`src/ssb_defines.svh`:
```
`ifndef SSB_DEFINES_SVH
`define SSB_DEFINES_SVH

// Sensor register addresses
`define SSB_A_VARIANT 9'h002
`define SSB_A_CLKMGT 9'h020
`define SSB_A_LOGIC_EN 9'h022
`define SSB_A_COLMUX_EN 9'h028
`define SSB_A_AFE_EN 9'h030
`define SSB_A_BIAS_EN 9'h040
`define SSB_A_GEN_BIAS 9'h041
`define SSB_A_AFE_BIAS 9'h042
`define SSB_A_MUX_BIAS 9'h043
`define SSB_A_SER_BIAS 9'h044
`define SSB_A_SER_TX_EN 9'h070
`define SSB_A_BLACK 9'h080
`define SSB_A_WDEPTH 9'h081
`define SSB_A_SEQ_MODE 9'h0c0
`define SSB_A_GAIN 9'h0cc
`define SSB_A_DUMMY_ROWS 9'h0e0
`define SSB_A_LATENCY 9'h0e1
`define SSB_A_SEQ_CFG_A 9'h1bf
`define SSB_A_SEQ_CFG_B 9'h1c0
`define SSB_STBY1_LIMIT 9'h028

// Upload values
`define SSB_V_CLK_CFG 16'h2002
`define SSB_V_LOGIC_ON 16'h0001
`define SSB_V_GEN_BIAS 16'h008b
`define SSB_V_AFE_BIAS 16'h53c6
`define SSB_V_MUX_BIAS 16'h0844
`define SSB_V_SER_BIAS 16'h0086
`define SSB_V_BLACK 16'h4520
`define SSB_V_GAIN 16'h09e5
`define SSB_V_DUMMY_ROWS 16'h3e04
`define SSB_V_LATENCY 16'h6733
`define SSB_V_SEQ_CFG_A 16'h0bf1
`define SSB_V_SEQ_CFG_B 16'h0bc3
`define SSB_V_CLK_ANALOG 16'h2003
`define SSB_V_BIAS_ON 16'h0001
`define SSB_V_COLMUX_ON 16'h0003
`define SSB_V_AFE_ON 16'h0001
`define SSB_V_SER_TX_ON 16'h0007

// Field positions
`define SSB_WDEPTH_BIT 13
`define SSB_SEQ_EN_BIT 0
`define SSB_SHUTTER_BIT 1
`define SSB_TRIG_BIT 4
`define SSB_SLAVE_BIT 5
`define SSB_SUBSAMP_BIT 7
`define SSB_BINNING_BIT 8
`define SSB_MODE_MASK 16'h01b2
`define SSB_UPLOAD_LAST 5'h13

// Timing
`define SSB_CLK_NS 25
`define SSB_RST_WAIT_US 10
`define SSB_RST_WAIT_CYC ((`SSB_RST_WAIT_US * 1000 + `SSB_CLK_NS - 1) / `SSB_CLK_NS)
`define SSB_CLK_SETTLE_CYC 16

// Controller register map (AXI4-Lite byte offsets)
`define SSB_R_CTRL 4'h0
`define SSB_R_MODE 4'h4
`define SSB_R_STATUS 4'h8
`define SSB_CTRL_START 0
`define SSB_CTRL_SEQ 1
`define SSB_CTRL_COLOR 2
`define SSB_CTRL_WORD8 3
`define SSB_RESP_OKAY 2'b00
`define SSB_RESP_SLVERR 2'b10

`endif

```
`src/ssb_pkg.sv`:
```
package ssb_pkg;

	typedef enum logic [2:0] {
		DS_OFF,
		DS_STBY1,
		DS_STBY_INT,
		DS_STBY2,
		DS_IDLE,
		DS_RUN
	} ssb_dev_state_t;

	typedef enum logic [2:0] {
		HS_OFF,
		HS_CLK,
		HS_RWAIT,
		HS_LOAD,
		HS_READY,
		HS_RD,
		HS_WR
	} ssb_host_state_t;

	typedef struct packed {
		ssb_dev_state_t st;
		logic [18:0][15:0] regs;
		logic run;
		logic ack;
		logic err;
		logic [15:0] rdata;
	} ssb_dev_s_t;

	typedef struct packed {
		ssb_host_state_t st;
		logic [15:0] cnt;
		logic [4:0] step;
		logic clk_en;
		logic rst_n;
		logic req;
		logic wr;
		logic [8:0] addr;
		logic [15:0] wdata;
		logic done;
		logic err;
		logic seq_on;
		logic seq_req;
		logic color;
		logic word8;
		logic [15:0] mode;
		logic aw_have;
		logic [3:0] aw_addr;
		logic w_have;
		logic [31:0] w_data;
		logic [3:0] w_strb;
		logic awready;
		logic wready;
		logic bvalid;
		logic [1:0] bresp;
		logic arready;
		logic rvalid;
		logic [31:0] rdata;
		logic [1:0] rresp;
	} ssb_host_s_t;

endpackage : ssb_pkg

```
`src/ssb_if.sv`:
```
`timescale 1ns/1ps
`default_nettype none
interface ssb_if;
	logic sens_clk_en;
	logic sens_rst_n;
	logic req;
	logic wr;
	logic [8:0] addr;
	logic [15:0] wdata;
	logic ack;
	logic err;
	logic [15:0] rdata;
	ssb_pkg::ssb_dev_state_t state;

	modport dev (
		input sens_clk_en,
		input sens_rst_n,
		input req,
		input wr,
		input addr,
		input wdata,
		output ack,
		output err,
		output rdata,
		output state
	);

	modport host (
		output sens_clk_en,
		output sens_rst_n,
		output req,
		output wr,
		output addr,
		output wdata,
		input ack,
		input err,
		input rdata,
		input state
	);
endinterface : ssb_if
`default_nettype wire

```
`src/ssb_upload_rom.sv`:
```
`timescale 1ns/1ps
`default_nettype none
`include "ssb_defines.svh"
module ssb_upload_rom (
	input wire logic [4:0] step,
	input wire logic color,
	input wire logic word8,
	input wire logic [15:0] mode,
	output logic [8:0] addr,
	output logic [15:0] data,
	output logic last
);
	always_comb begin
		last = (step == `SSB_UPLOAD_LAST);
		addr = `SSB_A_SEQ_MODE;
		data = mode & `SSB_MODE_MASK;
		case (step)
			5'h00: begin addr = `SSB_A_VARIANT; data = {15'h0000, color}; end
			5'h01: begin addr = `SSB_A_CLKMGT; data = `SSB_V_CLK_CFG; end
			5'h02: begin addr = `SSB_A_LOGIC_EN; data = `SSB_V_LOGIC_ON; end
			5'h03: begin addr = `SSB_A_GEN_BIAS; data = `SSB_V_GEN_BIAS; end
			5'h04: begin addr = `SSB_A_AFE_BIAS; data = `SSB_V_AFE_BIAS; end
			5'h05: begin addr = `SSB_A_MUX_BIAS; data = `SSB_V_MUX_BIAS; end
			5'h06: begin addr = `SSB_A_SER_BIAS; data = `SSB_V_SER_BIAS; end
			5'h07: begin addr = `SSB_A_BLACK; data = `SSB_V_BLACK; end
			5'h08: begin addr = `SSB_A_GAIN; data = `SSB_V_GAIN; end
			5'h09: begin addr = `SSB_A_DUMMY_ROWS; data = `SSB_V_DUMMY_ROWS; end
			5'h0a: begin addr = `SSB_A_LATENCY; data = `SSB_V_LATENCY; end
			5'h0b: begin addr = `SSB_A_WDEPTH; data = 16'(word8) << `SSB_WDEPTH_BIT; end
			5'h0c: begin addr = `SSB_A_SEQ_CFG_A; data = `SSB_V_SEQ_CFG_A; end
			5'h0d: begin addr = `SSB_A_SEQ_CFG_B; data = `SSB_V_SEQ_CFG_B; end
			5'h0e: begin addr = `SSB_A_CLKMGT; data = `SSB_V_CLK_ANALOG; end
			5'h0f: begin addr = `SSB_A_BIAS_EN; data = `SSB_V_BIAS_ON; end
			5'h10: begin addr = `SSB_A_COLMUX_EN; data = `SSB_V_COLMUX_ON; end
			5'h11: begin addr = `SSB_A_AFE_EN; data = `SSB_V_AFE_ON; end
			5'h12: begin addr = `SSB_A_SER_TX_EN; data = `SSB_V_SER_TX_ON; end
			default: begin addr = `SSB_A_SEQ_MODE; data = mode & `SSB_MODE_MASK; end
		endcase
	end
endmodule : ssb_upload_rom
`default_nettype wire

```
`src/ssb_host.sv`:
```
`timescale 1ns/1ps
`default_nettype none
`include "ssb_defines.svh"
// What this block does
// - Six states ranked by power dissipation
// - Standby one accepts only addresses below 40
// - Standby two opens every register
// - Reserved uploads lead from intermediate standby
// - Idle runs everything except the sequencer
// - Running acquires in selected shutter mode
// - Transitions happen only through register writes; the device model moves from off to standby one without a write
// - Start clock, then release hard reset
// - Wait 10 us after reset release
// - Input clock 248 or 310 MHz
// - Clock management uploads in strict order
// - Bias registers take exact values
// - Black level register takes fixed value
// - Gain, dummy rows and latency values
// - Bit 13 of 129 selects word depth
// - Sequencer configuration uploads come last
// - Soft power-up uploads in order
// - Set sequencer bit, keep other bits
// - Clear sequencer bit, return to idle
// - Mode bits of register 192
module ssb_host #(
	parameter int RST_WAIT = `SSB_RST_WAIT_CYC,
	parameter int CLK_SETTLE = `SSB_CLK_SETTLE_CYC
) (
	input wire logic aclk,
	input wire logic aresetn,
	ssb_if.host lk,
	input wire logic [3:0] s_axi_awaddr,
	input wire logic s_axi_awvalid,
	output logic s_axi_awready,
	input wire logic [31:0] s_axi_wdata,
	input wire logic [3:0] s_axi_wstrb,
	input wire logic s_axi_wvalid,
	output logic s_axi_wready,
	output logic [1:0] s_axi_bresp,
	output logic s_axi_bvalid,
	input wire logic s_axi_bready,
	input wire logic [3:0] s_axi_araddr,
	input wire logic s_axi_arvalid,
	output logic s_axi_arready,
	output logic [31:0] s_axi_rdata,
	output logic [1:0] s_axi_rresp,
	output logic s_axi_rvalid,
	input wire logic s_axi_rready
);
	ssb_pkg::ssb_host_s_t s;
	ssb_pkg::ssb_host_s_t n;
	logic [8:0] rom_addr;
	logic [15:0] rom_data;
	logic rom_last;

	ssb_upload_rom u_rom (
		.step(s.step),
		.color(s.color),
		.word8(s.word8),
		.mode(s.mode),
		.addr(rom_addr),
		.data(rom_data),
		.last(rom_last)
	);

	always_comb begin
		n = s;
		// Register port: address and data are taken in either order
		if (s_axi_awvalid && s.awready) begin
			n.aw_have = 1'b1;
			n.aw_addr = s_axi_awaddr;
		end
		if (s_axi_wvalid && s.wready) begin
			n.w_have = 1'b1;
			n.w_data = s_axi_wdata;
			// Strobes belong to the data beat, so keep them with it
			n.w_strb = s_axi_wstrb;
		end
		if (s.bvalid && s_axi_bready) begin
			n.bvalid = 1'b0;
		end
		if (s.aw_have && s.w_have && !s.bvalid) begin
			n.aw_have = 1'b0;
			n.w_have = 1'b0;
			n.bvalid = 1'b1;
			n.bresp = `SSB_RESP_OKAY;
			case (s.aw_addr)
				`SSB_R_CTRL: if (s.w_strb[0]) begin
					n.seq_req = s.w_data[`SSB_CTRL_SEQ];
					n.color = s.w_data[`SSB_CTRL_COLOR];
					n.word8 = s.w_data[`SSB_CTRL_WORD8];
					if (s.w_data[`SSB_CTRL_START] && s.st == ssb_pkg::HS_OFF) begin
						n.st = ssb_pkg::HS_CLK;
						n.clk_en = 1'b1;
						n.cnt = 16'(CLK_SETTLE);
					end
				end
				`SSB_R_MODE: begin
					if (s.w_strb[0]) n.mode[7:0] = 8'(s.w_data[15:0] & `SSB_MODE_MASK);
					if (s.w_strb[1]) n.mode[15:8] = 8'((s.w_data[15:0] & `SSB_MODE_MASK) >> 8);
				end
				`SSB_R_STATUS: n.bresp = `SSB_RESP_OKAY;
				default: n.bresp = `SSB_RESP_SLVERR;
			endcase
		end
		if (s.rvalid && s_axi_rready) begin
			n.rvalid = 1'b0;
		end
		if (s_axi_arvalid && s.arready) begin
			n.rvalid = 1'b1;
			n.rresp = `SSB_RESP_OKAY;
			case (s_axi_araddr)
				`SSB_R_CTRL: n.rdata = {28'h0000000, s.word8, s.color, s.seq_req, 1'b0};
				`SSB_R_MODE: n.rdata = {16'h0000, s.mode};
				`SSB_R_STATUS: n.rdata = {24'h000000, s.err, s.done, 3'(lk.state), 3'(s.st)};
				default: begin
					n.rdata = 32'h00000000;
					n.rresp = `SSB_RESP_SLVERR;
				end
			endcase
		end
		n.awready = !n.aw_have;
		n.wready = !n.w_have;
		n.arready = !n.rvalid;

		// Bring-up and sequencer control
		if (s.req && lk.ack) begin
			n.req = 1'b0;
			if (lk.err) n.err = 1'b1;
		end
		unique case (s.st)
			ssb_pkg::HS_OFF: n.rst_n = 1'b0;
			ssb_pkg::HS_CLK: begin
				if (s.cnt != 16'h0000) begin
					n.cnt = s.cnt - 16'h0001;
				end else begin
					n.rst_n = 1'b1;
					n.cnt = 16'(RST_WAIT);
					n.st = ssb_pkg::HS_RWAIT;
				end
			end
			ssb_pkg::HS_RWAIT: begin
				if (s.cnt != 16'h0000) n.cnt = s.cnt - 16'h0001;
				else n.st = ssb_pkg::HS_LOAD;
			end
			ssb_pkg::HS_LOAD: begin
				if (!s.req) begin
					n.req = 1'b1;
					n.wr = 1'b1;
					n.addr = rom_addr;
					n.wdata = rom_data;
				end else if (lk.ack) begin
					if (rom_last) begin
						n.st = ssb_pkg::HS_READY;
						n.done = 1'b1;
					end else begin
						n.step = s.step + 5'h01;
					end
				end
			end
			ssb_pkg::HS_READY: begin
				if (s.seq_req != s.seq_on) begin
					n.st = ssb_pkg::HS_RD;
					n.req = 1'b1;
					n.wr = 1'b0;
					n.addr = `SSB_A_SEQ_MODE;
				end
			end
			ssb_pkg::HS_RD: begin
				if (lk.ack) begin
					n.st = ssb_pkg::HS_WR;
					n.wdata = lk.rdata;
					n.wdata[`SSB_SEQ_EN_BIT] = s.seq_req;
				end
			end
			ssb_pkg::HS_WR: begin
				if (!s.req) begin
					n.req = 1'b1;
					n.wr = 1'b1;
				end else if (lk.ack) begin
					n.seq_on = s.wdata[`SSB_SEQ_EN_BIT];
					n.st = ssb_pkg::HS_READY;
				end
			end
		endcase
	end

	always_ff @(posedge aclk) begin
		if (!aresetn) begin
			s <= '0;
		end else begin
			s <= n;
		end
	end

	assign lk.sens_clk_en = s.clk_en;
	assign lk.sens_rst_n = s.rst_n;
	assign lk.req = s.req;
	assign lk.wr = s.wr;
	assign lk.addr = s.addr;
	assign lk.wdata = s.wdata;
	assign s_axi_awready = s.awready;
	assign s_axi_wready = s.wready;
	assign s_axi_bresp = s.bresp;
	assign s_axi_bvalid = s.bvalid;
	assign s_axi_arready = s.arready;
	assign s_axi_rdata = s.rdata;
	assign s_axi_rresp = s.rresp;
	assign s_axi_rvalid = s.rvalid;
endmodule : ssb_host
`default_nettype wire

```
`src/flat_wrapper.sv`:
```
// flat-port wrapper written by rule: the top's interface ports become plain ports
module ssb_host_flat 
#(
	parameter int RST_WAIT = `SSB_RST_WAIT_CYC,
	parameter int CLK_SETTLE = `SSB_CLK_SETTLE_CYC
)
  (aclk, aresetn, s_axi_awaddr, s_axi_awvalid, s_axi_awready, s_axi_wdata, s_axi_wstrb, s_axi_wvalid, s_axi_wready, s_axi_bresp, s_axi_bvalid, s_axi_bready, s_axi_araddr, s_axi_arvalid, s_axi_arready, s_axi_rdata, s_axi_rresp, s_axi_rvalid, s_axi_rready, lk_sens_clk_en, lk_sens_rst_n, lk_req, lk_wr, lk_addr, lk_wdata, lk_ack, lk_err, lk_rdata, lk_state);
  ssb_if lk_i ();
  input wire logic aclk;
  input wire logic aresetn;
  input wire logic [3:0] s_axi_awaddr;
  input wire logic s_axi_awvalid;
  output logic s_axi_awready;
  input wire logic [31:0] s_axi_wdata;
  input wire logic [3:0] s_axi_wstrb;
  input wire logic s_axi_wvalid;
  output logic s_axi_wready;
  output logic [1:0] s_axi_bresp;
  output logic s_axi_bvalid;
  input wire logic s_axi_bready;
  input wire logic [3:0] s_axi_araddr;
  input wire logic s_axi_arvalid;
  output logic s_axi_arready;
  output logic [31:0] s_axi_rdata;
  output logic [1:0] s_axi_rresp;
  output logic s_axi_rvalid;
  input wire logic s_axi_rready;
  output wire logic [$bits(lk_i.sens_clk_en)-1:0] lk_sens_clk_en;
  output wire logic [$bits(lk_i.sens_rst_n)-1:0] lk_sens_rst_n;
  output wire logic [$bits(lk_i.req)-1:0] lk_req;
  output wire logic [$bits(lk_i.wr)-1:0] lk_wr;
  output wire logic [$bits(lk_i.addr)-1:0] lk_addr;
  output wire logic [$bits(lk_i.wdata)-1:0] lk_wdata;
  input wire logic [$bits(lk_i.ack)-1:0] lk_ack;
  input wire logic [$bits(lk_i.err)-1:0] lk_err;
  input wire logic [$bits(lk_i.rdata)-1:0] lk_rdata;
  input wire logic [$bits(lk_i.state)-1:0] lk_state;
  assign lk_sens_clk_en = lk_i.sens_clk_en;
  assign lk_sens_rst_n = lk_i.sens_rst_n;
  assign lk_req = lk_i.req;
  assign lk_wr = lk_i.wr;
  assign lk_addr = lk_i.addr;
  assign lk_wdata = lk_i.wdata;
  assign lk_i.ack = lk_ack;
  assign lk_i.err = lk_err;
  assign lk_i.rdata = lk_rdata;
  assign lk_i.state = lk_state;
  ssb_host #(.RST_WAIT(RST_WAIT), .CLK_SETTLE(CLK_SETTLE)) u_core (.aclk(aclk), .aresetn(aresetn), .lk(lk_i), .s_axi_awaddr(s_axi_awaddr), .s_axi_awvalid(s_axi_awvalid), .s_axi_awready(s_axi_awready), .s_axi_wdata(s_axi_wdata), .s_axi_wstrb(s_axi_wstrb), .s_axi_wvalid(s_axi_wvalid), .s_axi_wready(s_axi_wready), .s_axi_bresp(s_axi_bresp), .s_axi_bvalid(s_axi_bvalid), .s_axi_bready(s_axi_bready), .s_axi_araddr(s_axi_araddr), .s_axi_arvalid(s_axi_arvalid), .s_axi_arready(s_axi_arready), .s_axi_rdata(s_axi_rdata), .s_axi_rresp(s_axi_rresp), .s_axi_rvalid(s_axi_rvalid), .s_axi_rready(s_axi_rready));
endmodule
```
`config.mk`:
```
export PLATFORM = sky130hd
export DESIGN_NAME = ssb_host_flat
export DESIGN_NICKNAME = d
export VERILOG_FILES = /design/src/ssb_pkg.sv /design/src/ssb_if.sv /design/src/ssb_upload_rom.sv /design/src/ssb_host.sv /design/src/flat_wrapper.sv
export VERILOG_INCLUDE_DIRS = /design/src
export SDC_FILE = /design/constraint.sdc
export NUM_CORES = 1
export LEC_CHECK = 0
export BUFFER_PORTS_ARGS = -buffer_cell sky130_fd_sc_hd__buf_2
export CAP_MARGIN = 0
export CORE_MARGIN = 1
export CORE_UTILIZATION = 48
export DETAILED_ROUTE_END_ITERATION = 10
export PLACE_DENSITY = 0.79
export SKIP_LAST_GASP = 1
export SLEW_MARGIN = 5
export SYNTH_ARGS = -nofsm -noshare
export SYNTH_HDL_FRONTEND = slang
export SYNTH_SLANG_ARGS = --single-unit
```
`constraint.sdc`:
```
create_clock -name aclk -period 2 [get_ports aclk]
set_input_delay 0 -clock aclk [delete_from_list [all_inputs] [get_ports aclk]]
set_output_delay 0 -clock aclk [all_outputs]
set_load 0.01 [all_outputs]
```
Word level (Yosys, flattened, before mapping)
Cells that the tools add are included.
Storage, ports and cells
  register bits after elaboration: 147
  latch bits: 0
  RAM bits: 0
  bits in read-only memories: 0
  output and inout port bits: 70
  logic and storage cells: 147
  memories kept: 0
Operators by class
  add/sub/neg operators: 2
  multiply operators: 0
  divide/modulo/power cells: 0
  magnitude comparators: 0
  eq/ne operators: 35
  shifts and indexed selects: 0
  mux-type cells: 40
  bitwise gates (word level): 1
  reduce and logical (&&, ||, !) cells: 39
Operator list (number)
  one-hot mux 15 bit (17 select lines): 1
  one-hot mux 9 bit (18 select lines): 1
  two-way mux 19 bit: 4
  one-hot mux 16 bit (2 select lines): 2
  two-way mux 16 bit: 3
  equality test 5 x 4 -> 1 bit (second input constant): 8
  two-way mux 37 bit: 1
  two-way mux 35 bit: 1
  two-way mux 3 bit: 10
  two-way mux 27 bit: 1
  one-hot mux 9 bit (3 select lines): 1
  equality test 5 x 3 -> 1 bit (second input constant): 4
  equality test 5 bit (second input constant): 4
  one-hot mux 3 bit (6 select lines): 1
  one-hot mux 9 bit (2 select lines): 1
  AND reduction 3 bit: 6
  AND reduction 4 bit: 4
  nonzero test 16 bit: 1
  subtractor 16 x 1 -> 16 bit (second input constant): 1
  two-way mux 11 bit: 1
  equality test 5 x 2 -> 1 bit (second input constant): 2
  equality test 3 bit (second input constant): 3
  logical AND 1 bit: 9
  OR reduction 3 bit: 3
  other kinds (23): 44

Longest topological paths before layout
Gate-level depths: netlist of the first run.
  depth in word-level cells: 10
  gate-level depth with buffers: 9
  gate-level depth less buffers: 7

By module
Synthesis of the first run repeated with hierarchy kept, for this count alone.
Unflattened totals
  cell total of the unflattened synthesis: 666
  area, all modules: 5424.0 µm²
Modules (own cells, without submodules)
  ssb_host: times used 1, cells an instance 555, area each 4687.0 µm², sequential area each 1921.8 µm²
  ssb_upload_rom: times used 1, cells an instance 111, area each 737.0 µm², sequential area each 0.0 µm²

Worst setup path before layout of the first run
No wires, ideal clock.
  path kind: reg2reg
  start: register u_core.s[137] (netlist bit)
  end: register u_core.s (netlist bit u_core.lk.wdata[4])
  library setup time: 0.070 ns
  arrival time: 2.049 ns
  required time: 1.930 ns
  path slack: -0.119 ns
  cell stages (with the launch flop): 10
  buffers on the path: 3
  cells stage by stage: dfxtp_1 > clkbuf_1 > clkbuf_1 > buf_2 > and3_1 > ha_1 > a31oi_1 > o221ai_1 > or4b_1 > a21oi_1
Between the ends
  longest elaborated chain between the ends: 5
  elaborated cells between the ends (all ways): 23
  classes of those cells: eq/ne (18); mux (3); reduce/logical (2)
Ends and longest elaborated chain
  start, declared: RTL line ssb_host.sv:50  | ssb_pkg::ssb_host_s_t s;
  start signal, assigned: RTL line ssb_host.sv:192  | s <= n;
  equality test 5 bit, or another cell as far along: RTL line ssb_upload_rom.sv:17  | case (step)
  OR reduction 3 bit (no line)
  one-hot mux 15 bit (17 select lines) (*): RTL line ssb_upload_rom.sv:17
  two-way mux 27 bit (*): RTL line ssb_host.sv:147  | if (!s.req) begin
  one-hot mux 16 bit (2 select lines) (*): RTL line ssb_host.sv:131  | unique case (s.st)
Mark *: on every way between the ends. The rest lies on a longest branch, timed or not. The select of a mux whose other input is x is not followed.
A chain may end at the register's enable or synchronous reset.

Worst setup path after layout of the first run
  start: register u_core.s[135] (netlist bit)
  end: register u_core.s (netlist bit u_core.lk.wdata[4])
Same word-level chain as after synthesis.

==> results.sh, run 1 <==
export IMPL_die_area_mm2=0.0118
export IMPL_grt_pass1_wl_um=24300
export IMPL_synthDominantCellAreaShare_pct=35.2
export IMPL_clk_latency_ns=0.35
export IMPL_design_area_mm2=0.00682
export IMPL_hpwl_um=11100
export IMPL_final_nets=866
export IMPL_synthFlopType="dfxtp_1"
export IMPL_firstDrtPassIters=7
export IMPL_relSlewSlack_pct=58.8
export IMPL_max_stage_delay_ns=0.53
export IMPL_rsz0062_at_grt="yes"
export IMPL_numCtsBuffers=9
export IMPL_rows=38
export IMPL_min_path_type="input port to flip-flop"
export IMPL_post_route_drc_count=0
export IMPL_syn_inst=670
export IMPL_synth_cell_type_count=75
export IMPL_yosysTopAreaCell="dfxtp_1"
export IMPL_via_per_inst=5.69
export IMPL_maxCapViolCount=0
export IMPL_worstPathCellList="ha_4, and3_1, ha_2, a31oi_2, o221ai_2, or4b_4, a21oi_2"
export IMPL_grt_usage_pct=26.3
export IMPL_status="finished, final reports clean"
export IMPL_synth_edf_count=0
export IMPL_die_w_um=109
export IMPL_cp_max_fo=4
export IMPL_power_density_mw_per_mm2=608
export IMPL_max_freq_mhz=506
export IMPL_drt_initial_drc_count=384
export IMPL_die_height_um=109
export IMPL_num_fill_cells=948
export IMPL_crit_family="simple AND/OR/NAND/NOR gates"
export IMPL_cp_start_kind="flip-flop"
export IMPL_period_share_pct=98.8
export IMPL_clkSinkCount=96
export IMPL_ant_nets=0
export IMPL_cts_root_buffer="clkbuf_16"
export IMPL_vias=5305
export IMPL_arrival_ns=2.26
export IMPL_seqCellArea_mm2=0.00193
export IMPL_dp_cells=880
export IMPL_min_period_ns=1.98
export IMPL_cts_tree="done"
export IMPL_finalNonFillerCells=932
export IMPL_critPathSlowestCell="or4b_4"
export IMPL_synth_area_leaders="dfxtp_1 (35%), buf_4 (8.4%), nand2_1 (4.5%)"
export IMPL_endpoint_kind="flip-flop"
export IMPL_coreArea_mm2=0.0110
export IMPL_fin_skew_ns=0.00792
export IMPL_ioPinCount=142
export IMPL_final_common_cell="dfxtp_1"
export IMPL_path_class="flip-flop to flip-flop"
export IMPL_path_buf_inv=0
export IMPL_wl_per_cell_um=16.6
export IMPL_area_delta_synth_final_pct=24.9
export IMPL_grt_pass1_vias=5055
export IMPL_grt_overflow_total=0
export IMPL_netlist_area_mm2=0.00546
export IMPL_p_total_mw=4.15
export IMPL_cts_clk_slew_worst_paths_ns=0.07
export IMPL_tightest_slew_ns=0.618
export IMPL_leakage_nw=2.85
export IMPL_start_util_pct=49.7
export IMPL_synth_seq_area_share_pct=35.2
export IMPL_routed_wirelength_um=15500
export IMPL_crit_required_ns=2.29
export IMPL_antenna_cells=0
export IMPL_finalMaxSlewViolations=0
export IMPL_mostFrequentLayoutCells="dfxtp_1 (93), buf_2 (89), nand2_1 (65), buf_4 (63), a21oi_1 (41)"
export IMPL_io_buffers=89
export IMPL_hold_violations=0
export IMPL_clockBufferDepth=2
export IMPL_drive_gt1_share_pct=26.5
export IMPL_multiInputGateArea_mm2=0.00304
export IMPL_antenna_found_initial=0
export IMPL_yosys_warnings=0
export IMPL_finalWeightedCongestion=0.958
export IMPL_ir_drop_mv=0.324
export IMPL_grt_max_degree=71
export IMPL_postSynth_asyncResetShare_pct=0
export IMPL_synth_avg_cell_area_um2=8.15
export IMPL_htree_levels=3
export IMPL_ys_ff_latch=96
export IMPL_placed_cell_area_mm2=0.00601
export IMPL_finalSetupViolCount=0
[cell usage after synthesis, types with 4 or more instances]
library cell and number:
dfxtp_1 96, nand2_1 65, buf_4 61, a21oi_1 45, o21ai_0 37, nor2_1 31, nor2b_1 30, clkbuf_1 25
inv_1 22, a21boi_0 21, nand3_1 16, mux2i_1 13, nor3_1 13, buf_2 12, a31oi_1 11, o21a_1 10
a22o_1 8, nand2b_1 8, ha_1 7, nor3b_1 7, o22ai_1 6, or3_1 6, a32oi_1 5, and2_1 5
buf_1 5, nor4_1 5, a2111oi_0 4, a211o_1 4, a211oi_1 4, a22oi_1 4, nand3b_1 4, o211ai_1 4
o21ai_1 4, o221ai_1 4, o31ai_1 4, xor2_1 4
[metal layers]
metal | up-vias | routed length, um | global-route usage (%)
li1 | 2544 | - | -
met1 | 2456 | 6310 | 31.8
met4 | 0 | 630 | 13.8
met3 | 42 | 1180 | 5.62
met2 | 263 | 7360 | 43.8
met5 | - | 0 | 0
[final cells by class]
cell class	count	share of cell area, %
Tap cell	140	2.57
Inverter	22	1.21
Clock buffer	10	3.50
Timing Repair Buffer	185	18.4
Sequential cell	96	28.3
Clock inverter	6	1.45
Multi-Input combinational cell	473	44.5
[stage by stage]
stage | TNS [ns] | hold WS, ns | util, % | worst slack, ns
after floorplan | 0 | 0.139 | - | 0.0133
after global placement | 0 | 0.259 | 54.7 | 0.0231
after detailed placement | -0.0537 | 0.261 | 54.7 | -0.0268
after CTS | 0 | 0.00523 | 61.2 | 0.000685
after global routing | -0.0544 | 0.0195 | 62.1 | -0.0284
final | 0 | 0.00663 | 62.1 | 0.0240
[power by group]
group	leakage, nW	internal [mW]	total, mW	switching [mW]
Clock	0.163	1.15	1.95	0.794
Combinational	1.91	0.121	0.251	0.130
Sequential	0.778	1.93	1.95	0.0180
Total	2.85	3.21	4.15	0.942
[final timing paths]
check	from	endpoint	slack (ns)	depth (start not counted)
setup / recovery	u_core.s[135]	u_core.lk.wdata[4]	0.02	7
setup reg to reg	u_core.s[135]	u_core.lk.wdata[4]	0.02	7
hold / removal	s_axi_awvalid	u_core.s[79]	0.007	3
hold reg to reg	u_core.lk.sens_rst_n	u_core.lk.sens_rst_n	0.46	2
[state kept, by name, indices dropped and copies added, names as in the netlist]
name,flops
u_core.s_axi_awready,1
u_core.s_axi_rvalid,1
u_core.s_axi_bresp,1
u_core.lk.req,1
u_core.s_axi_rresp,1
u_core.s_axi_wready,1
u_core.s_axi_rdata,9
u_core.s,51
u_core.lk.addr,9
u_core.lk.sens_rst_n,1
u_core.s_axi_bvalid,1
u_core.lk.wr,1
u_core.s_axi_arready,1
u_core.lk.sens_clk_en,1
u_core.lk.wdata,16
[kinds of logic after synthesis]
| group | share of synthesized area, % |
|---|---|
| AOI/OAI and AO/OA | 24.6 |
| xor gates and xnor gates | 1.12 |
| other | 0.0687 |
| buffers and inverters | 13.1 |
| muxes | 2.59 |
| adders and majority gates | 1.60 |
| DFF | 35.2 |
| and+or+nand+nor | 21.8 |
[tightest hold or removal path, delay by kind of cell]
family                 cells  cell delay, ns
buffers and inverters      1            0.14
AND/OR/NAND/NOR            1            0.09
AO/OA/AOI/OAI              1            0.08
[repair_timing]
action,CTS,global route
hold buffers,32,0
gates resized for setup,12,20
endpoints found under the setup margin,5,27
pin swaps,4,3
endpoints found under the hold margin,29,0
setup buffers,2,2
Note: power is estimated with default switching activity, not from simulation.
==> inputs of run 2 (changes only) <==
--- a/config.mk
+++ b/config.mk
@@ -6,12 +6,13 @@
 export SDC_FILE = /design/constraint.sdc
 export NUM_CORES = 1
 export LEC_CHECK = 0
+export ABC_AREA = 1
 export BUFFER_PORTS_ARGS = -buffer_cell sky130_fd_sc_hd__buf_2
 export CAP_MARGIN = 0
 export CORE_MARGIN = 1
 export CORE_UTILIZATION = 48
 export DETAILED_ROUTE_END_ITERATION = 10
-export PLACE_DENSITY = 0.79
+export PLACE_DENSITY = 0.8
 export SKIP_LAST_GASP = 1
 export SLEW_MARGIN = 5
 export SYNTH_ARGS = -nofsm -noshare
==> run 2 against run 1 <==
Net effect:
- via count shrank 3.1%
- area after synthesis shrank 3.0%
- highest routed layer unchanged
- largest power group unchanged
- global-route usage shrank 3.1 points
- register-to-register slack gained 0.11 ns
- first-iteration DRC count shrank 16%
- largest cell class unchanged
- maximum frequency grew 5.8%
- synthesized cell count grew 14%
- critical path type unchanged
- sequential cell count is the same
==> results.sh, run 2 <==
export IMPL_status="finished, final reports clean"
export IMPL_synth_area_leaders="dfxtp_1 (36%), nand2_1 (9.8%), buf_4 (8.8%)"
export IMPL_final_nets=942
export IMPL_firstDrtPassIters=5
export IMPL_synth_avg_cell_area_um2=6.92
export IMPL_synthMostInstantiatedCell="nand2_1"
export IMPL_p_sw_mw=0.851
export IMPL_postSynth_asyncResetShare_pct=0
export IMPL_via_per_inst=5.10
export IMPL_synthFlopType="dfxtp_1"
export IMPL_cts_clk_slew_worst_paths_ns=0.09
export IMPL_rows=38
export IMPL_ioPinCount=142
export IMPL_clockBufferDepth=2
export IMPL_synth_top_cells_by_count="nand2_1 (138), dfxtp_1 (96), nor2_1 (81)"
export IMPL_hpwl_um=9210
export IMPL_ir_drop_mv=0.444
export IMPL_grt_pass1_wl_um=21300
export IMPL_tns_ns=0
export IMPL_syn_inst=766
export IMPL_worstPathCellList="ha_2, inv_2, nor2_1, ha_1, inv_2, nand2_1, nor2_2, nand2_2, nor2_4, buf_4, nand3_1, nand3_1, a21oi_2"
export IMPL_grt_max_degree=46
export IMPL_min_period_ns=1.87
export IMPL_multiInputGateArea_mm2=0.00263
export IMPL_arrival_ns=2.13
export IMPL_clk_latency_ns=0.38
export IMPL_rsz0062_at_grt="no"
export IMPL_synth_seq_area_share_pct=36.3
export IMPL_p_sw_share_pct=23.0
export IMPL_synth_cell_type_count=44
export IMPL_vias=5140
export IMPL_area_delta_synth_final_pct=17.6
export IMPL_fin_skew_ns=0.0116
export IMPL_p_comb_share_pct=7.6
export IMPL_r2r_cells=13
export IMPL_drive_gt1_share_pct=19.7
export IMPL_synth_edf_count=0
export IMPL_top_register="u_core.s"
export IMPL_io_buffers=89
export IMPL_start_util_pct=49.1
export IMPL_timing_final_ws_setup_ns=0.132
export IMPL_hold_violations=0
export IMPL_cts_root_buffer="clkbuf_8"
export IMPL_power_density_mw_per_mm2=593
export IMPL_die_area_mm2=0.0115
export IMPL_finalSetupViolCount=0
export IMPL_post_route_drc_count=0
export IMPL_leakage_nw=3.01
export IMPL_ys_ff_latch=96
export IMPL_maxCapViolCount=0
export IMPL_cp_max_fo=6
export IMPL_die_height_um=107
export IMPL_largest_reg_flops=51
export IMPL_finalWeightedCongestion=0.922
export IMPL_grt_pass1_vias=4639
export IMPL_grt_usage_pct=23.2
export IMPL_antenna_cells=0
export IMPL_cts_tree="done"
export IMPL_seqCellArea_mm2=0.00193
export IMPL_p_int_mw=2.85
export IMPL_seqPwrFrac_pct=53.2
export IMPL_netlist_area_mm2=0.00530
export IMPL_coreArea_mm2=0.0108
export IMPL_critPathSlowestCell="dfxtp_4"
export IMPL_period_share_pct=93.4
export IMPL_endpoint_kind="flip-flop"
export IMPL_max_stage_delay_ns=0.36
export IMPL_yosys_warnings=0
export IMPL_pwr_share_clk_pct=39.2
export IMPL_numCtsBuffers=9
export IMPL_yosysTopAreaCell="dfxtp_1"
export IMPL_drt_initial_drc_count=324
export IMPL_holdPathStages=3
export IMPL_path_class="flip-flop to flip-flop"
export IMPL_p_total_mw=3.70
export IMPL_die_w_um=107
export IMPL_crit_required_ns=2.27
export IMPL_num_fill_cells=1017
export IMPL_synthDominantCellAreaShare_pct=36.3
export IMPL_final_common_cell="nand2_1"
export IMPL_ant_nets=0
export IMPL_routed_wirelength_um=13100
export IMPL_wl_per_cell_um=13.0
export IMPL_cp_start_kind="flip-flop"
export IMPL_grt_overflow_total=0
export IMPL_finalMaxSlewViolations=0
export IMPL_dp_slack_ns=0.102
export IMPL_mostFrequentLayoutCells="nand2_1 (134), dfxtp_1 (93), buf_2 (89), nor2_1 (79), a21oi_1 (79)"
export IMPL_min_path_type="input port to flip-flop"
export IMPL_max_freq_mhz=535
export IMPL_htree_levels=3
export IMPL_antenna_found_initial=0
export IMPL_clkSinkCount=96
==> run 2: changes by cell type after synthesis, moves of 30 or more <==
cell / delta
nor2_1: +50
a21oi_1: +34
nand2_1: +73
inv_1: +53
nand3_1: +38
nor2b_1: -30
==> run 2: final cells by class <==
type	count	share of cell area, %
Inverter	83	5.00
Clock inverter	4	1.22
Sequential cell	96	30.9
Timing Repair Buffer	143	15.3
Clock buffer	11	2.43
Multi-Input combinational cell	530	42.3
Tap cell	140	2.81
==> run 2: final timing paths <==
| check | start | to | slack (ns) |
|---|---|---|---|
| max | u_core.s[134] | u_core.lk.wdata[4] | 0.13 |
| min | s_axi_awvalid | u_core.s[81] | 0.02 |
| max reg2reg | u_core.s[134] | u_core.lk.wdata[4] | 0.13 |
| min reg2reg | u_core.s[139] | u_core.s[139] | 0.45 |
==> run 2: power by group through the flow <==
stage | Combinational [mW] | Clock (mW) | Sequential [mW]
after CTS | 0.277 | 1.47 | 1.97
after global routing | 0.314 | 1.56 | 1.97
after floorplan | 0.169 | 0 | 2.01
after detailed placement | 0.215 | 0 | 2.01
after global placement | 0.212 | 0 | 2.01
final | 0.282 | 1.45 | 1.97
==> run 2: what timing repair did <==
action,in CTS,in global routing
hold buffers,42,0
setup endpoints to repair,0,9
buffers inserted,0,1
gates resized for setup,0,16
endpoints found under the hold margin,42,0
==> run 2: kinds of logic after synthesis <==
kind of cell,synth area share [%]
AND/OR/NAND/NOR,27.7
buffers and inverters,16.3
AO/OA/AOI/OAI,16.5
flip-flops,36.3
XOR/XNOR,1.49
adder cells (fa/ha/maj),1.65
other,0.0708
==> run 2: stage by stage <==
| step | util [%] | std cells | hold slack, ns | area [um2] |
|---|---|---|---|---|
| floorplan | - | 790 | 0.144 | 5390 |
| global placement | 51.3 | 948 | 0.264 | 5540 |
| detailed placement | 51.3 | 948 | 0.262 | 5540 |
| CTS | 57.3 | 1005 | 0.00417 | 6190 |
| global route | 57.7 | 1007 | 0.0374 | 6230 |
| finish | 57.7 | 1007 | 0.0230 | 6230 |
==> run 2: worst max-delay path: cells and delay by family, from the launching register on <==
| family | cells | cell delay [ns] |
|---|---|---|
| adder cells (fa/ha/maj) | 2 | 0.38 |
| buffers and inverters | 3 | 0.29 |
| AO/OA/AOI/OAI | 1 | 0.05 |
| flip-flops | 1 | 0.36 |
| AND/OR/NAND/NOR | 7 | 0.68 |
==> run 2: layer usage <==
layer / vias to the layer above / global-route usage (%) / share of wire (%) / wire [um]
met5: - / 0 / 0 / 0
met4: 0 / 8.61 / 2.4 / 311
met3: 28 / 3.95 / 5.8 / 758
met2: 183 / 38.3 / 46 / 5980
met1: 2324 / 30.3 / 46 / 6050
li1: 2605 / - / - / -
==> inputs of run 3 (changes only) <==
==> constraint.sdc (replaced) <==
create_clock -name aclk -period 2 [get_ports aclk]
set_input_delay 0.2 -clock aclk [delete_from_list [all_inputs] [get_ports aclk]]
set_output_delay 0.2 -clock aclk [all_outputs]
set_load 0.01 [all_outputs]
==> run 3 against run 2 <==
Net effect:
- sequential share of layout area grew 2.0 points
- non-clock buffer count shrank 37
- largest cell class unchanged
- via count fell by 4.3%
- cell count decreased by 3.7%
- die area unchanged
- setup slack better by 0.019 ns
- hold slack improved by 0.073 ns
- count of clock-buffer cells in the layout decreased by 1
- first-iteration DRC count down 6.2%
- sequential cell count stayed put
- global-route usage decreased by 1.1 points
- wire length down 6.3%
==> results.sh, run 3 (synthesis gave the netlist of run 2 again) <==
export IMPL_vias=4919
export IMPL_area_delta_synth_final_pct=10.5
export IMPL_antenna_found_initial=0
export IMPL_pwr_share_clk_pct=38.7
export IMPL_largest_reg_flops=51
export IMPL_die_area_mm2=0.0115
export IMPL_power_density_mw_per_mm2=606
export IMPL_maxCapViolCount=0
export IMPL_numCtsBuffers=9
export IMPL_finalMaxSlewViolations=0
export IMPL_crit_required_ns=2.30
export IMPL_max_freq_mhz=541
export IMPL_final_core_util_pct=54.3
export IMPL_min_period_ns=1.85
export IMPL_post_route_drc_count=0
export IMPL_cts_hold_buf=0
export IMPL_cts_tree="done"
export IMPL_p_sw_mw=0.830
export IMPL_clk_latency_ns=0.36
export IMPL_hold_violations=0
export IMPL_hpwl_um=9250
export IMPL_grt_overflow_total=0
export IMPL_finalNonFillerCells=970
export IMPL_ioPinCount=142
export IMPL_io_buffers=89
export IMPL_start_util_pct=49.1
export IMPL_finalWeightedCongestion=0.902
export IMPL_max_stage_delay_ns=0.37
export IMPL_path_class="flip-flop to flip-flop"
export IMPL_ir_drop_mv=0.384
export IMPL_p_int_mw=2.72
export IMPL_leakage_nw=2.85
export IMPL_crit_family="simple AND/OR/NAND/NOR gates"
export IMPL_mostFrequentLayoutCells="nand2_1 (134), dfxtp_1 (94), buf_2 (89), nor2_1 (81), a21oi_1 (79)"
export IMPL_die_w_um=107
export IMPL_drive_gt1_share_pct=21.2
export IMPL_min_path_type="input port to flip-flop"
export IMPL_final_nets=905
export IMPL_num_fill_cells=1097
export IMPL_clkSinkCount=96
export IMPL_wl_per_cell_um=12.7
export IMPL_fin_skew_ns=0.0124
export IMPL_top_register="u_core.s"
export IMPL_arrival_ns=2.15
export IMPL_status="finished, final reports clean"
export IMPL_grt_pass1_wl_um=20400
export IMPL_finalSetupViolCount=0
export IMPL_die_height_um=107
export IMPL_cp_max_fo=5
export IMPL_cts_root_buffer="clkbuf_8"
export IMPL_grt_usage_pct=22.1
export IMPL_antenna_cells=0
export IMPL_p_total_mw=3.55
export IMPL_via_per_inst=5.07
export IMPL_drt_initial_drc_count=304
export IMPL_coreArea_mm2=0.0108
export IMPL_grt_pass1_vias=4429
export IMPL_final_common_cell="nand2_1"
export IMPL_rows=38
export IMPL_tns_ns=0
export IMPL_seqPwrFrac_pct=55.3
export IMPL_cp_start_kind="flip-flop"
export IMPL_p_comb_share_pct=6.1
export IMPL_endpoint_kind="flip-flop"
export IMPL_p_sw_share_pct=23.4
export IMPL_dp_cells=950
export IMPL_firstDrtPassIters=5
export IMPL_cts_clk_slew_worst_paths_ns=0.09
export IMPL_fin_hold_ws_ns=0.0960
export IMPL_period_share_pct=92.5
export IMPL_ant_nets=0
export IMPL_htree_levels=3
export IMPL_grt_max_degree=45
export IMPL_cp_common_cell="nand2_1"
export IMPL_path_buf_inv=2
export IMPL_routed_wirelength_um=12300
export IMPL_clockBufferDepth=2
export IMPL_worstPathCellList="ha_4, inv_2, nor2_1, ha_1, inv_2, nand2_1, nor2_1, nand2_1, nor2_4, nand2_4, nand2_1, nand3_1, a21oi_2"
export IMPL_critPathSlowestCell="dfxtp_4"
[run 3: final timing paths]
path / start / to / slack, ns / depth (start not counted)
hold / removal: s_axi_awaddr[1] / u_core.s[79] / 0.1 / 3
setup reg to reg: u_core.s[134] / u_core.lk.wdata[1] / 0.15 / 13
hold reg to reg: u_core.s[139] / u_core.s[139] / 0.46 / 1
setup / recovery: u_core.s[134] / u_core.lk.wdata[1] / 0.15 / 13
[run 3: area by class of cell]
cell class | instances | area, um2 | share of cell area [%]
Inverter | 83 | 312 | 5.32
Sequential cell | 96 | 1930 | 32.9
Multi-Input combinational cell | 530 | 2660 | 45.3
Timing Repair Buffer | 106 | 577 | 9.85
Tap cell | 140 | 175 | 2.99
Clock buffer | 10 | 128 | 2.18
Clock inverter | 5 | 81.3 | 1.39
[run 3: repair_timing]
action / in CTS / in global routing
gates resized for setup: 0 / 23
buffers inserted: 0 / 4
endpoints found under the setup margin: 0 / 9
[run 3: power by group through the flow]
stage	combinational [mW]	clock [mW]	sequential, mW
floorplan	0.169	0	2.01
global placement	0.213	0	2.01
detailed placement	0.215	0	2.01
CTS	0.216	1.40	1.97
global route	0.247	1.49	1.97
finish	0.216	1.37	1.96
[run 3: metrics by stage]
| stage | cell area [um2] | worst slack (ns) |
|---|---|---|
| detailed placement | 5550 | 0.0896 |
| global route | 5860 | -0.000148 |
| CTS | 5760 | 0.0669 |
| finish | 5860 | 0.151 |
| floorplan | 5390 | 0.313 |
| global placement | 5550 | 0.109 |
[run 3: per-layer routing]
layer | GRT usage, % | share of wire (%) | vias up
li1 | - | - | 2531
met1 | 29.8 | 48 | 2199
met2 | 35.3 | 44 | 168
met3 | 4.01 | 5.9 | 21
met4 | 7.83 | 2.4 | 0
met5 | 0 | 0 | -
[run 3: worst register-to-register path, cell delays in order, from the launching register on]
cell     delay (ns)
dfxtp_4        0.37
ha_4           0.17
inv_2          0.06
nor2_1         0.05
ha_1           0.20
inv_2          0.07
nand2_1        0.06
nor2_1         0.08
nand2_1        0.09
nor2_4         0.23
nand2_4        0.12
nand2_1        0.08
nand3_1        0.09
a21oi_2        0.12
